## config.mk

```make
export PLATFORM = sky130hd
export DESIGN_NAME = ctor_regs
export DESIGN_NICKNAME = d
export VERILOG_FILES = /design/src/common/ctor_pkg.sv /design/src/common/ctor_timing_if.sv /design/src/design/ctor_auto_timing.sv /design/src/design/ctor_regs.sv
export VERILOG_INCLUDE_DIRS = /design/src /design/src/common
export SDC_FILE = /design/constraint.sdc
export NUM_CORES = 1
export LEC_CHECK = 0
export ABC_AREA = 1
export BUFFER_PORTS_ARGS = -buffer_cell sky130_fd_sc_hd__buf_2
export CORE_MARGIN = 8
export CORE_UTILIZATION = 35
export CTS_CLUSTER_SIZE = 8
export DETAILED_ROUTE_END_ITERATION = 8
export SLEW_MARGIN = 5
export SYNTH_ARGS = -nofsm -noshare
export SYNTH_HDL_FRONTEND = slang
export SYNTH_SLANG_ARGS = --single-unit
```

## constraint.sdc

```tcl
create_clock -name pclk -period 10.5 [get_ports pclk]
set_input_delay 2.1 -clock pclk [delete_from_list [all_inputs] [get_ports pclk]]
set_output_delay 2.1 -clock pclk [all_outputs]
set_load 0.03 [all_outputs]
```

## src/common/ctor_consts.svh

```systemverilog
/*
  Offsets, field positions, reset values and rate figures of the
  timing override register bank.
  Assumes inclusion by the package, the design modules and the bench.
*/
`ifndef CTOR_CONSTS_SVH
`define CTOR_CONSTS_SVH

// apb geometry
`define CTOR_ADDR_W 12
`define CTOR_DATA_W 32

// register indices, byte address is four times the index
`define CTOR_IDX_CLK_PREP 8'h40
`define CTOR_IDX_CLK_ZERO 8'h41
`define CTOR_IDX_CLK_TRAIL 8'h42
`define CTOR_IDX_CLK_POST 8'h43
`define CTOR_IDX_DAT_PREP 8'h44
`define CTOR_IDX_LANE_RATE 8'h30

// field layout and number of timing parameters
`define CTOR_OV_BIT 7
`define CTOR_VAL_MSB 6
`define CTOR_NUM_PARAMS 5

// reset values of the value fields at the 800 Mbps lane rate
`define CTOR_RST_CLK_PREP 7'h05
`define CTOR_RST_CLK_ZERO 7'h1B
`define CTOR_RST_CLK_TRAIL 7'h0B
`define CTOR_RST_CLK_POST 7'h0A
`define CTOR_RST_DAT_PREP 7'h06

// lane rates in Mbps, then the 7-bit value field ceiling
`define CTOR_MBPS_400 11'h190
`define CTOR_MBPS_800 11'h320
`define CTOR_MBPS_1200 11'h4B0
`define CTOR_MBPS_1500 11'h5DC
`define CTOR_MBPS_1600 11'h640
`define CTOR_VAL_MAX 18'h0007F

`endif

```

## src/common/ctor_pkg.sv

```systemverilog
/*
  Types and shared arithmetic of the timing override register bank.
  Assumes ctor_consts.svh on the include path.
*/
`include "ctor_consts.svh"

package ctor_pkg;

  typedef logic [6:0] ctor_time_type;

  // lane rate codes held in the lane rate register
  typedef enum logic [2:0] {
    CTOR_RATE_400 = 3'h0,
    CTOR_RATE_800 = 3'h1,
    CTOR_RATE_1200 = 3'h2,
    CTOR_RATE_1500 = 3'h3,
    CTOR_RATE_1600 = 3'h4
  } ctor_rate_type;

  // rate code to Mbps, unknown codes fall back to 800
  function automatic logic [10:0] ctor_mbps(input ctor_rate_type r);
    case (r)
      CTOR_RATE_400: ctor_mbps = `CTOR_MBPS_400;
      CTOR_RATE_1200: ctor_mbps = `CTOR_MBPS_1200;
      CTOR_RATE_1500: ctor_mbps = `CTOR_MBPS_1500;
      CTOR_RATE_1600: ctor_mbps = `CTOR_MBPS_1600;
      default: ctor_mbps = `CTOR_MBPS_800;
    endcase
  endfunction

  // byte-clock count scales with rate; rounded, saturated to 7 bits
  function automatic ctor_time_type ctor_scale(input ctor_time_type base, input ctor_rate_type r);
    logic [17:0] prod;
    logic [17:0] quo;
    prod = 18'({11'h000, base} * ctor_mbps(r)) + 18'({7'h00, `CTOR_MBPS_400});
    quo = prod / 18'({7'h00, `CTOR_MBPS_800});
    ctor_scale = (quo > `CTOR_VAL_MAX) ? 7'h7F : quo[6:0];
  endfunction

endpackage

```

## src/common/ctor_timing_if.sv

```systemverilog
/*
  Carries the lane rate to the automatic timing calculator and the
  derived timing values back to the register bank.
  Assumes both ends run on the same pclk.
*/
`timescale 1ns/1ps

interface ctor_timing_if;
  ctor_pkg::ctor_rate_type rate;
  ctor_pkg::ctor_time_type auto_val [0:4];
  modport src (input rate, output auto_val);
  modport dst (output rate, input auto_val);
endinterface

```

## src/design/ctor_auto_timing.sv

```systemverilog
/*
  Automatic timing calculator: derives the five transition timings
  from the selected lane rate.
  Assumes pclk domain, asynchronous active-low reset.
*/
`timescale 1ns/1ps
`include "ctor_consts.svh"

module ctor_auto_timing (
  input wire logic pclk,
  input wire logic presetn,
  ctor_timing_if.src tif
);

  // registered derivation, reset to the 800 Mbps figures
  always_ff @(posedge pclk or negedge presetn) begin
    if (!presetn) begin
      tif.auto_val[0] <= `CTOR_RST_CLK_PREP;
      tif.auto_val[1] <= `CTOR_RST_CLK_ZERO;
      tif.auto_val[2] <= `CTOR_RST_CLK_TRAIL;
      tif.auto_val[3] <= `CTOR_RST_CLK_POST;
      tif.auto_val[4] <= `CTOR_RST_DAT_PREP;
    end else begin
      tif.auto_val[0] <= ctor_pkg::ctor_scale(`CTOR_RST_CLK_PREP, tif.rate);
      tif.auto_val[1] <= ctor_pkg::ctor_scale(`CTOR_RST_CLK_ZERO, tif.rate);
      tif.auto_val[2] <= ctor_pkg::ctor_scale(`CTOR_RST_CLK_TRAIL, tif.rate);
      tif.auto_val[3] <= ctor_pkg::ctor_scale(`CTOR_RST_CLK_POST, tif.rate);
      tif.auto_val[4] <= ctor_pkg::ctor_scale(`CTOR_RST_DAT_PREP, tif.rate);
    end
  end

endmodule // ctor_auto_timing

```

## src/design/ctor_regs.sv

```systemverilog
/*
  APB register bank for the five link transition timings of the
  serial camera output: clock prepare, zero, trail, post and data
  prepare, each with an override bit, plus a lane rate register.
  Assumes an APB master on pclk and a single asynchronous reset.

*/
`timescale 1ns/1ps
`include "ctor_consts.svh"

module ctor_regs (
  input wire logic pclk,
  input wire logic presetn,
  input wire logic psel,
  input wire logic penable,
  input wire logic pwrite,
  input wire logic [11:0] paddr,
  input wire logic [31:0] pwdata,
  input wire logic [3:0] pstrb,
  input wire logic [2:0] pprot,
  output logic [31:0] prdata,
  output logic pready,
  output logic pslverr,
  output logic [6:0] clock_prepare_time,
  output logic [6:0] clock_zero_time,
  output logic [6:0] clock_trail_time,
  output logic [6:0] clock_post_time,
  output logic [6:0] data_prepare_time,
  output logic [2:0] lane_rate
);

  // override bits, stored values and applied timings per parameter
  logic ov_reg [0:4];
  ctor_pkg::ctor_time_type val_reg [0:4];
  ctor_pkg::ctor_time_type eff_reg [0:4];
  ctor_pkg::ctor_rate_type rate_reg;
  logic [31:0] prdata_reg;
  logic [31:0] rd_next;
  logic [7:0] idx;
  logic aligned;
  logic param_hit;
  logic rate_hit;
  logic map_hit;
  logic [2:0] sel;
  logic wr_take;
  logic rd_setup;

  ctor_timing_if tif();

  // automatic timing derivation from the lane rate
  ctor_auto_timing u_auto (
    .pclk(pclk),
    .presetn(presetn),
    .tif(tif)
  );

  assign tif.rate = rate_reg;

  // word index of a byte address, zero when out of range
  function automatic logic [7:0] addr_index(input logic [11:0] a);
    addr_index = (a[11:10] == 2'h0) ? a[9:2] : 8'h00;
  endfunction

  // parameter number of a timing register index
  function automatic logic [2:0] param_of(input logic [7:0] i);
    param_of = 3'(i - `CTOR_IDX_CLK_PREP);
  endfunction

  // index falls on one of the five timing registers
  function automatic logic is_param(input logic [7:0] i);
    is_param = (i >= `CTOR_IDX_CLK_PREP) && (i <= `CTOR_IDX_DAT_PREP);
  endfunction

  // reset value of a parameter's value field
  function automatic ctor_pkg::ctor_time_type rst_val(input int i);
    case (i)
      0: rst_val = `CTOR_RST_CLK_PREP;
      1: rst_val = `CTOR_RST_CLK_ZERO;
      2: rst_val = `CTOR_RST_CLK_TRAIL;
      3: rst_val = `CTOR_RST_CLK_POST;
      default: rst_val = `CTOR_RST_DAT_PREP;
    endcase
  endfunction

  // address decode, only whole aligned words are mapped
  assign idx = addr_index(paddr);
  assign aligned = (paddr[1:0] == 2'h0) && (paddr[11:10] == 2'h0);
  assign param_hit = aligned && is_param(idx);
  assign rate_hit = aligned && (idx == `CTOR_IDX_LANE_RATE);
  assign map_hit = param_hit || rate_hit;
  assign sel = param_of(idx);

  // write takes effect only in the access phase, low byte enabled
  assign wr_take = psel && penable && pwrite && pstrb[0] && map_hit;
  assign rd_setup = psel && !penable && !pwrite;

  // zero wait state slave, error on unmapped words
  assign pready = 1'b1;
  assign pslverr = psel && penable && !map_hit;

  // override bits and stored values
  always_ff @(posedge pclk or negedge presetn) begin
    if (!presetn) begin
      for (int i = 0; i < `CTOR_NUM_PARAMS; i++) begin
        ov_reg[i] <= 1'b0;
        val_reg[i] <= rst_val(i);
      end
    end else if (wr_take && param_hit) begin
      for (int i = 0; i < `CTOR_NUM_PARAMS; i++) begin
        if (sel == 3'(i)) begin
          ov_reg[i] <= pwdata[`CTOR_OV_BIT];
          // value only lands when the write leaves override set
          if (pwdata[`CTOR_OV_BIT]) begin
            val_reg[i] <= pwdata[`CTOR_VAL_MSB:0];
          end // else ignored
        end
      end
    end
  end

  // lane rate register, undefined codes are dropped
  always_ff @(posedge pclk or negedge presetn) begin
    if (!presetn) begin
      rate_reg <= ctor_pkg::CTOR_RATE_800;
    end else if (wr_take && rate_hit && (pwdata[2:0] <= 3'h4)) begin
      rate_reg <= ctor_pkg::ctor_rate_type'(pwdata[2:0]);
    end
  end

  // applied timings: stored value under override, else derived
  always_ff @(posedge pclk or negedge presetn) begin
    if (!presetn) begin
      for (int i = 0; i < `CTOR_NUM_PARAMS; i++) begin
        eff_reg[i] <= rst_val(i);
      end
    end else begin
      for (int i = 0; i < `CTOR_NUM_PARAMS; i++) begin
        eff_reg[i] <= ov_reg[i] ? val_reg[i] : tif.auto_val[i];
      end
    end
  end

  // read mux, field shows derived value while override is clear
  always_comb begin
    rd_next = 32'h00000000;
    if (param_hit) begin
      for (int i = 0; i < `CTOR_NUM_PARAMS; i++) begin
        if (sel == 3'(i)) begin
          rd_next[`CTOR_OV_BIT] = ov_reg[i];
          rd_next[`CTOR_VAL_MSB:0] = ov_reg[i] ? val_reg[i] : tif.auto_val[i];
        end
      end
    end else if (rate_hit) begin
      rd_next[2:0] = rate_reg;
    end
  end

  // read data captured in the setup phase, held through access
  always_ff @(posedge pclk or negedge presetn) begin
    if (!presetn) begin
      prdata_reg <= 32'h00000000;
    end else if (rd_setup) begin
      prdata_reg <= rd_next;
    end
  end

  // port drive
  assign prdata = prdata_reg;
  assign clock_prepare_time = eff_reg[0];
  assign clock_zero_time = eff_reg[1];
  assign clock_trail_time = eff_reg[2];
  assign clock_post_time = eff_reg[3];
  assign data_prepare_time = eff_reg[4];
  assign lane_rate = rate_reg;
endmodule // ctor_regs

```

==> results of run 1 <==
layout by cell type, fill, tap and decap left out, types with 5 or more instances in the layout:
cell and count:
inv_2 7, conb_1 28, xnor2_1 15, a21oi_1 28, nand3_1 101, o21ai_1 7
ha_1 49, nand2_1 407, dfrtp_1 78, dfstp_2 40, fa_1 12, inv_1 188
nand2_2 22, nor2_4 5, nand3b_1 5, or2_2 8, o211ai_1 5, nor3_1 13
nand3_2 6, nand4_1 26, nor2_2 11, clkbuf_16 17, nor2_1 93, buf_2 71
o2111ai_1 6, buf_4 11, o21ai_0 78, xor2_1 34
final timing paths:
kind | start | endpoint | cells past startpoint
max in group asynchronous | presetn | clock_trail_time[4] | 2
worst min register to register | prdata[6] | prdata[6] | 2
worst max register to register | lane_rate[2] | u_auto.tif.auto_val[14] | 38
worst max-delay path | lane_rate[2] | u_auto.tif.auto_val[14] | 38
min in group asynchronous | presetn | clock_post_time[6] | 1
worst min-delay path | prdata[6] | prdata[6] | 2
routing by layer:
layer	part of all wire (%)	global-route usage (%)
met1	47	20.9
met2	45	25.8
met3	6.0	3.17
met4	2.2	5.21
met5	0	0
final cells by class:
type	count	area [sq um]	share of cell area, %
multi-input cells	1017	5660	52.1
clock inverters	9	125	1.15
clock buffers	23	478	4.40
flip-flops and latches	118	3000	27.7
repair buffers	82	438	4.03
well taps	341	427	3.93
inverters	195	732	6.74
critical path, delay by kind of cell (launching register included):
kind | cells | cell delay, ns
compound gates | 1 | 0.25
fa+ha+maj | 3 | 0.90
buf+inv | 3 | 0.60
simple gates | 29 | 4.20
flops | 1 | 0.84
xor+xnor | 2 | 0.34
where the power goes:
| part | leakage [uW] | internal [uW] | total [uW] | switching, uW |
|---|---|---|---|---|
| registers | 0.00145 | 458 | 459 | 0.601 |
| logic | 0.00408 | 16.5 | 67.9 | 51.4 |
| clock network | 0.000293 | 390 | 582 | 192 |
| total | 0.00582 | 865 | 1110 | 244 |
cell families (layout without fill, tap and decap cells):
group	after synthesis	count (layout)	share of synthesized area, %
other cells	2	28	0.0781
simple gates	714	714	33.2
xor+xnor	54	54	5.54
compound gates	156	156	9.70
flops	118	118	31.2
mux	4	4	0.416
fa+ha+maj	61	61	8.88
buf+inv	250	309	11.0
per-stage QoR:
step / power (uW) / hold WS (ns) / instances / cell area, sq um / utilization [%]
6_report: 1110 / 0.481 / 1785 / 10900 / 40.3
5_1_grt: 1150 / 0.507 / 1785 / 10900 / 40.3
2_1_floorplan: 516 / 0.436 / 1385 / 9710 / -
3_3_place_gp: 533 / 0.461 / 1753 / 10300 / 38.1
4_1_cts: 1120 / 0.481 / 1785 / 10900 / 40.3
3_5_place_dp: 534 / 0.468 / 1753 / 10300 / 38.1
==> summary.txt, run 1 <==
Synthesis
  – Cell count after synthesis: 1,359
  – Ys async rst share: 100%
  – Mapped Area: 9610 sq um
  – Synth Register Bits: 118
  – Largest area contributor in the netlist: dfrtp_1
  – Synth cell types: 59
  – Post-synth EDFFs: 0
  – Avg Cell Area, Syn: 7.07 sq um
  – Count leader, synth: nand2_1
  – Area contributors post-synth: dfrtp_1 (20%), nand2_1 (16%), dfstp_2 (11%), inv_1 (7.3%), ha_1 (6.4%)
  – Yosys top cell area share: 20.3%
  – Sequential area share after synthesis: roughly 31%
  – Most used DFF post-synth: dfrtp_1
  – Synth cell count leaders: nand2_1 (407), inv_1 (188), nand3_1 (101), nor2_1 (94)
  – Yosys warnings: 0

Timing
  – Pin slew with the least headroom to its limit: 1.06 ns
  – Fmax: 138 MHz
  – Setup violators final: 0
  – Slew Viols, Final: 0
  – Final Cycle Share: around 69%
  – Worst rel slew slack: 29.0%
  – Fin Setup TNS: 0 ns
  – RSZ-0062 raised after global routing: false
  – Clk_skew: 0.00741 ns
  – Fin crit period: 7.24 ns
  – Final Hold Viols: 0
  – Final worst-path setup slack: 3.26 ns

Clock tree
  – Clock transition at path regs: roughly 0.050 ns
  – Post-cts sizing count: 0
  – Postcts setup bufs: 0
  – CTS root buffer: clkbuf_16
  – H-tree depth: 4
  – CTS tree: built
  – Largest buffer count on any clock path: 2
  – Hold-fix buffers, CTS: 0
  – Worst-skew pair later-pin latency: approximately 0.41 ns
  – Total CTS buffers: 17
  – Clk sink count: 118

Detailed routing
  – DRC Markers: 0
  – Vias: 8,757
  – DR WL/cell: 14.8 microns
  – Routed Wire Length: 26.4 mm
  – TritonRoute pass-1 iters: 5
  – Routed Antenna Nets: 0
  – Via-to-Cell Ratio: 4.91
  – DR iter-0 viols: 587

GRT
  – Vias in the first global route: approximately 8,300
  – Grt ovf: 0
  – First-pass GRT wire length: 42.9 mm
  – Initial antenna violation count: 0
  – Largest net degree at the start of global routing: 61
  – GRT Resource Usage Total: 15.9%

Critical path
  – CP startpoint kind: register
  – Critical path required time: 10.82 ns
  – Crit path kind: register to register
  – CP max stage cell: dfrtp_1
  – Crit path top cell by count: nand2_1
  – Worst-path maximum fanout: 14
  – CP max stage delay: 0.84 ns
  – CP endpoint kind: register
  – FF-to-FF setup slack: 3.26 ns
  – Critical path arrival: 7.57 ns

Floorplanning
  – Rows: 60
  – Initial Util: 35.7%
  – Boundary pin count: 128
  – Chip height: 182 microns
  – Core Area: around 27,000 sq um
  – Die boundary width: 182 microns
  – DIE AREA: 33,000 sq um

Finish
  – Synthesis-to-layout area growth: 12.9%
  – Share of cells above drive strength 1: 15.8%
  – Largest register FFs: 35
  – Final nets: 1,548
  – Fill count: 2,779
  – N_diodes: 0

Power and ir drop
  – Peak supply drop: 0.000112 V
  – Lkg Pwr: 0.00582 uW
  – Power per Cell Area: 102 nW/um^2

Run status
  – Status: finished clean

Place
  – Number of I/O port buffers: 72
  – GP Congestion: 0.856
  – Worst slack at placement: around 3.4 ns
  – DP Wirelength: 20.7 mm

Min path
  – Hold Path Class: register to register

Run
  – Max-Cap Viols: 0
Note: power is estimated with default switching activity, not from simulation.
==> run 2, diff against run 1 <==
clock period = 7.04 ns   (was 10.5 ns; I/O delays follow)
==> run 2 against run 1 <==
Compared with the run above: sequential power is 49% higher; worst hold slack worse by 0.0018 ns; sequential share of layout area fell by 0.37 points; maximum frequency up 14%; clock power grew 68%; setup slack got worse by 2.5 ns; highest routed layer unchanged; critical path depth grew 1; critical endpoint is now u_auto.tif.auto_val[21]; clock skew hardly changed; register-to-register slack lost 2.5 ns; global-route usage increased by 0.18 points.
==> summary.txt, run 2 (same netlist as run 1, synthesis figures left out) <==
Timing
  – RSZ-0062 raised after global routing: false
  – Final Cycle Share: 90.0% (+21 points)
  – Clk_skew: 0.00751 ns (+0.000103 ns)
  – Fin Setup TNS: 0 ns (unchanged)
  – Worst rel slew slack: 42.4% (+13 points)
  – Fmax: 158 MHz (+14%)
  – Final Hold Viols: 0 (unchanged)
  – Fin crit period: 6.33 ns (-0.910 ns)
  – Slew Viols, Final: 0 (unchanged)
  – Pin slew with the least headroom to its limit: 0.863 ns (-0.198 ns)
  – Setup violators final: 0 (unchanged)

Run
  – Max-Cap Viols: 0 (unchanged)

Min path
  – Hold Path Class: register to register
  – Hold path depth: 2 (unchanged)
  – Min-Delay Startpoint: prdata[0]

GRT
  – Vias in the first global route: 8,513 (+2.2%)
  – First-pass GRT wire length: 43.2 mm (+0.64%)
  – Largest net degree at the start of global routing: 72 (+18%)
  – Initial antenna violation count: 0 (unchanged)
  – Grt ovf: 0 (unchanged)
  – GRT Resource Usage Total: 16.1% (+0.18 points)

Detailed routing
  – DR WL/cell: 14.8 microns (+0.26%)
  – DR WL met2: 12.2 mm (+2.6%)
  – TritonRoute pass-1 iters: 5 (unchanged)
  – Routed Antenna Nets: 0 (unchanged)
  – M1 WL: 12.4 mm (+1.5%)
  – DRC Markers: 0 (unchanged)
  – Routed wl met3: 1.32 mm (-17%)
  – Routed Wire Length: 26.6 mm (+0.82%)
  – Via-to-Cell Ratio: 4.88 (-0.43%)
  – Top sig layer: met4
  – DR iter-0 viols: 538 (-8.3%)
  – Vias: 8,768 (+0.13%)

Critical path
  – Setup crit end: u_auto.tif.auto_val[21]
  – Crit path top cell by count: nand2_1
  – CP endpoint kind: register
  – CP max stage delay: 0.71 ns (-0.13 ns)
  – FF-to-FF End: u_auto.tif.auto_val[21]
  – Worst Reg-to-Reg Cells: 39 (+2.6%)
  – Setup crit start: lane_rate[0]
  – CP max stage cell: dfstp_4
  – Crit path kind: register to register
  – Reg2Reg Launch Point: lane_rate[0]
  – Critical path required time: 7.37 ns (-3.45 ns)
  – Critical path arrival: 6.66 ns (-0.91 ns)
  – Worst-path maximum fanout: 12 (-2)
  – CP startpoint kind: register
  – FF-to-FF setup slack: 0.71 ns (-2.55 ns)

Floorplanning
  – Initial Util: 35.7% (unchanged)
  – Chip height: 182 microns (unchanged)
  – Die boundary width: 182 microns (unchanged)
  – Core Area: 27,000 sq um (unchanged)
  – Boundary pin count: 128 (unchanged)
  – Rows: 60 (unchanged)
  – DIE AREA: 33,000 sq um (unchanged)

Clock tree
  – CTS tree: built
  – Total CTS buffers: 17 (unchanged)
  – Hold-fix buffers, CTS: 0 (unchanged)
  – Largest buffer count on any clock path: 2 (unchanged)
  – H-tree depth: 4 (unchanged)
  – CTS root buffer: clkbuf_16
  – Clk sink count: 118 (unchanged)
  – Clock transition at path regs: 0.06 ns (about the same)
  – Worst-skew pair later-pin latency: 0.41 ns (about the same)

Finish
  – Share of cells above drive strength 1: 16.5% (+0.72 points)
  – Largest register FFs: 35 (unchanged)
  – Most frequent cells in the layout: nand2_1 (407), inv_1 (188), nand3_1 (101)
  – Fin cells: 1,795 (+0.56%)
  – Synthesis-to-layout area growth: 14.6%
  – Most common cell after layout, fill and taps aside: nand2_1
  – N_diodes: 0 (unchanged)
  – Final nets: 1,558 (+0.65%)

Place
  – Number of I/O port buffers: 72 (unchanged)
  – GP Congestion: 0.864 (+0.95%)
  – Cell total after placement: 1,761 (+0.46%)
  – DP Wirelength: 21.2 mm (+2.5%)

Power and ir drop
  – Power per Cell Area: 160 nW/um^2 (+56%)
  – Peak supply drop: 0.000132 V (+18%)
  – Lkg Pwr: 0.00591 uW (+1.5%)

Run status
  – Status: finished clean
run 2: final cells by class:
class,instances,area [sq um]
tap,341,427
fill,2814,15900
multi-input combinational,1017,5670
timing repair buffer,92,513
inverter,195,732
clock inverter,10,200
sequential,118,3010
clock buffer,22,474
run 2: where the power goes:
| group | switching (uW) | total (uW) | internal, uW | leakage, uW |
|---|---|---|---|---|
| clock network | 286 | 975 | 689 | 0.000334 |
| registers | 1.04 | 684 | 683 | 0.00145 |
| logic | 77.1 | 102 | 24.7 | 0.00413 |
| total | 364 | 1760 | 1400 | 0.00591 |
run 2: repair_timing:
| item | CTS | global route |
|---|---|---|
| buffers inserted | 0 | 2 |
| gates resized for setup | 0 | 4 |
| setup endpoints to repair | 0 | 4 |
run 2: per-stage QoR:
stage / hold slack, ns / power, uW / util [%] / instance area [sq um] / setup slack (ns)
2_1_floorplan: 0.436 / 770 / - / 9710 / 1.07
3_3_place_gp: 0.464 / 796 / 38.3 / 10300 / 0.444
3_5_place_dp: 0.465 / 797 / 38.3 / 10300 / 0.408
4_1_cts: 0.479 / 1770 / 40.8 / 11000 / 0.394
5_1_grt: 0.500 / 1820 / 40.9 / 11000 / 0.0520
6_report: 0.479 / 1760 / 40.9 / 11000 / 0.707
run 2: critical path: cells and delay by family, from the launching register on:
family	cells	cell delay [ns]
DFF	1	0.71
xor gates and xnor gates	2	0.31
adders and majority gates	3	1.29
buffers and inverters	4	0.66
AOI/OAI and AO/OA	2	0.35
and+or+nand+nor	28	2.91
run 2: metal layers:
metal  vias up  global-route usage [%]
li1       4449                       -
met1      4031                    20.8
met2       242                    26.9
met3        46                    2.71
met4         0                    5.38
met5         -                       0
run 2: how the worst min path moves through the flow:
stage,end
2_1_floorplan,clock_prepare_time[1]
3_3_place_gp,val_reg[0]
3_5_place_dp,prdata[0]
4_1_cts,prdata[0]
5_1_grt,val_reg[8]
6_report,prdata[0]
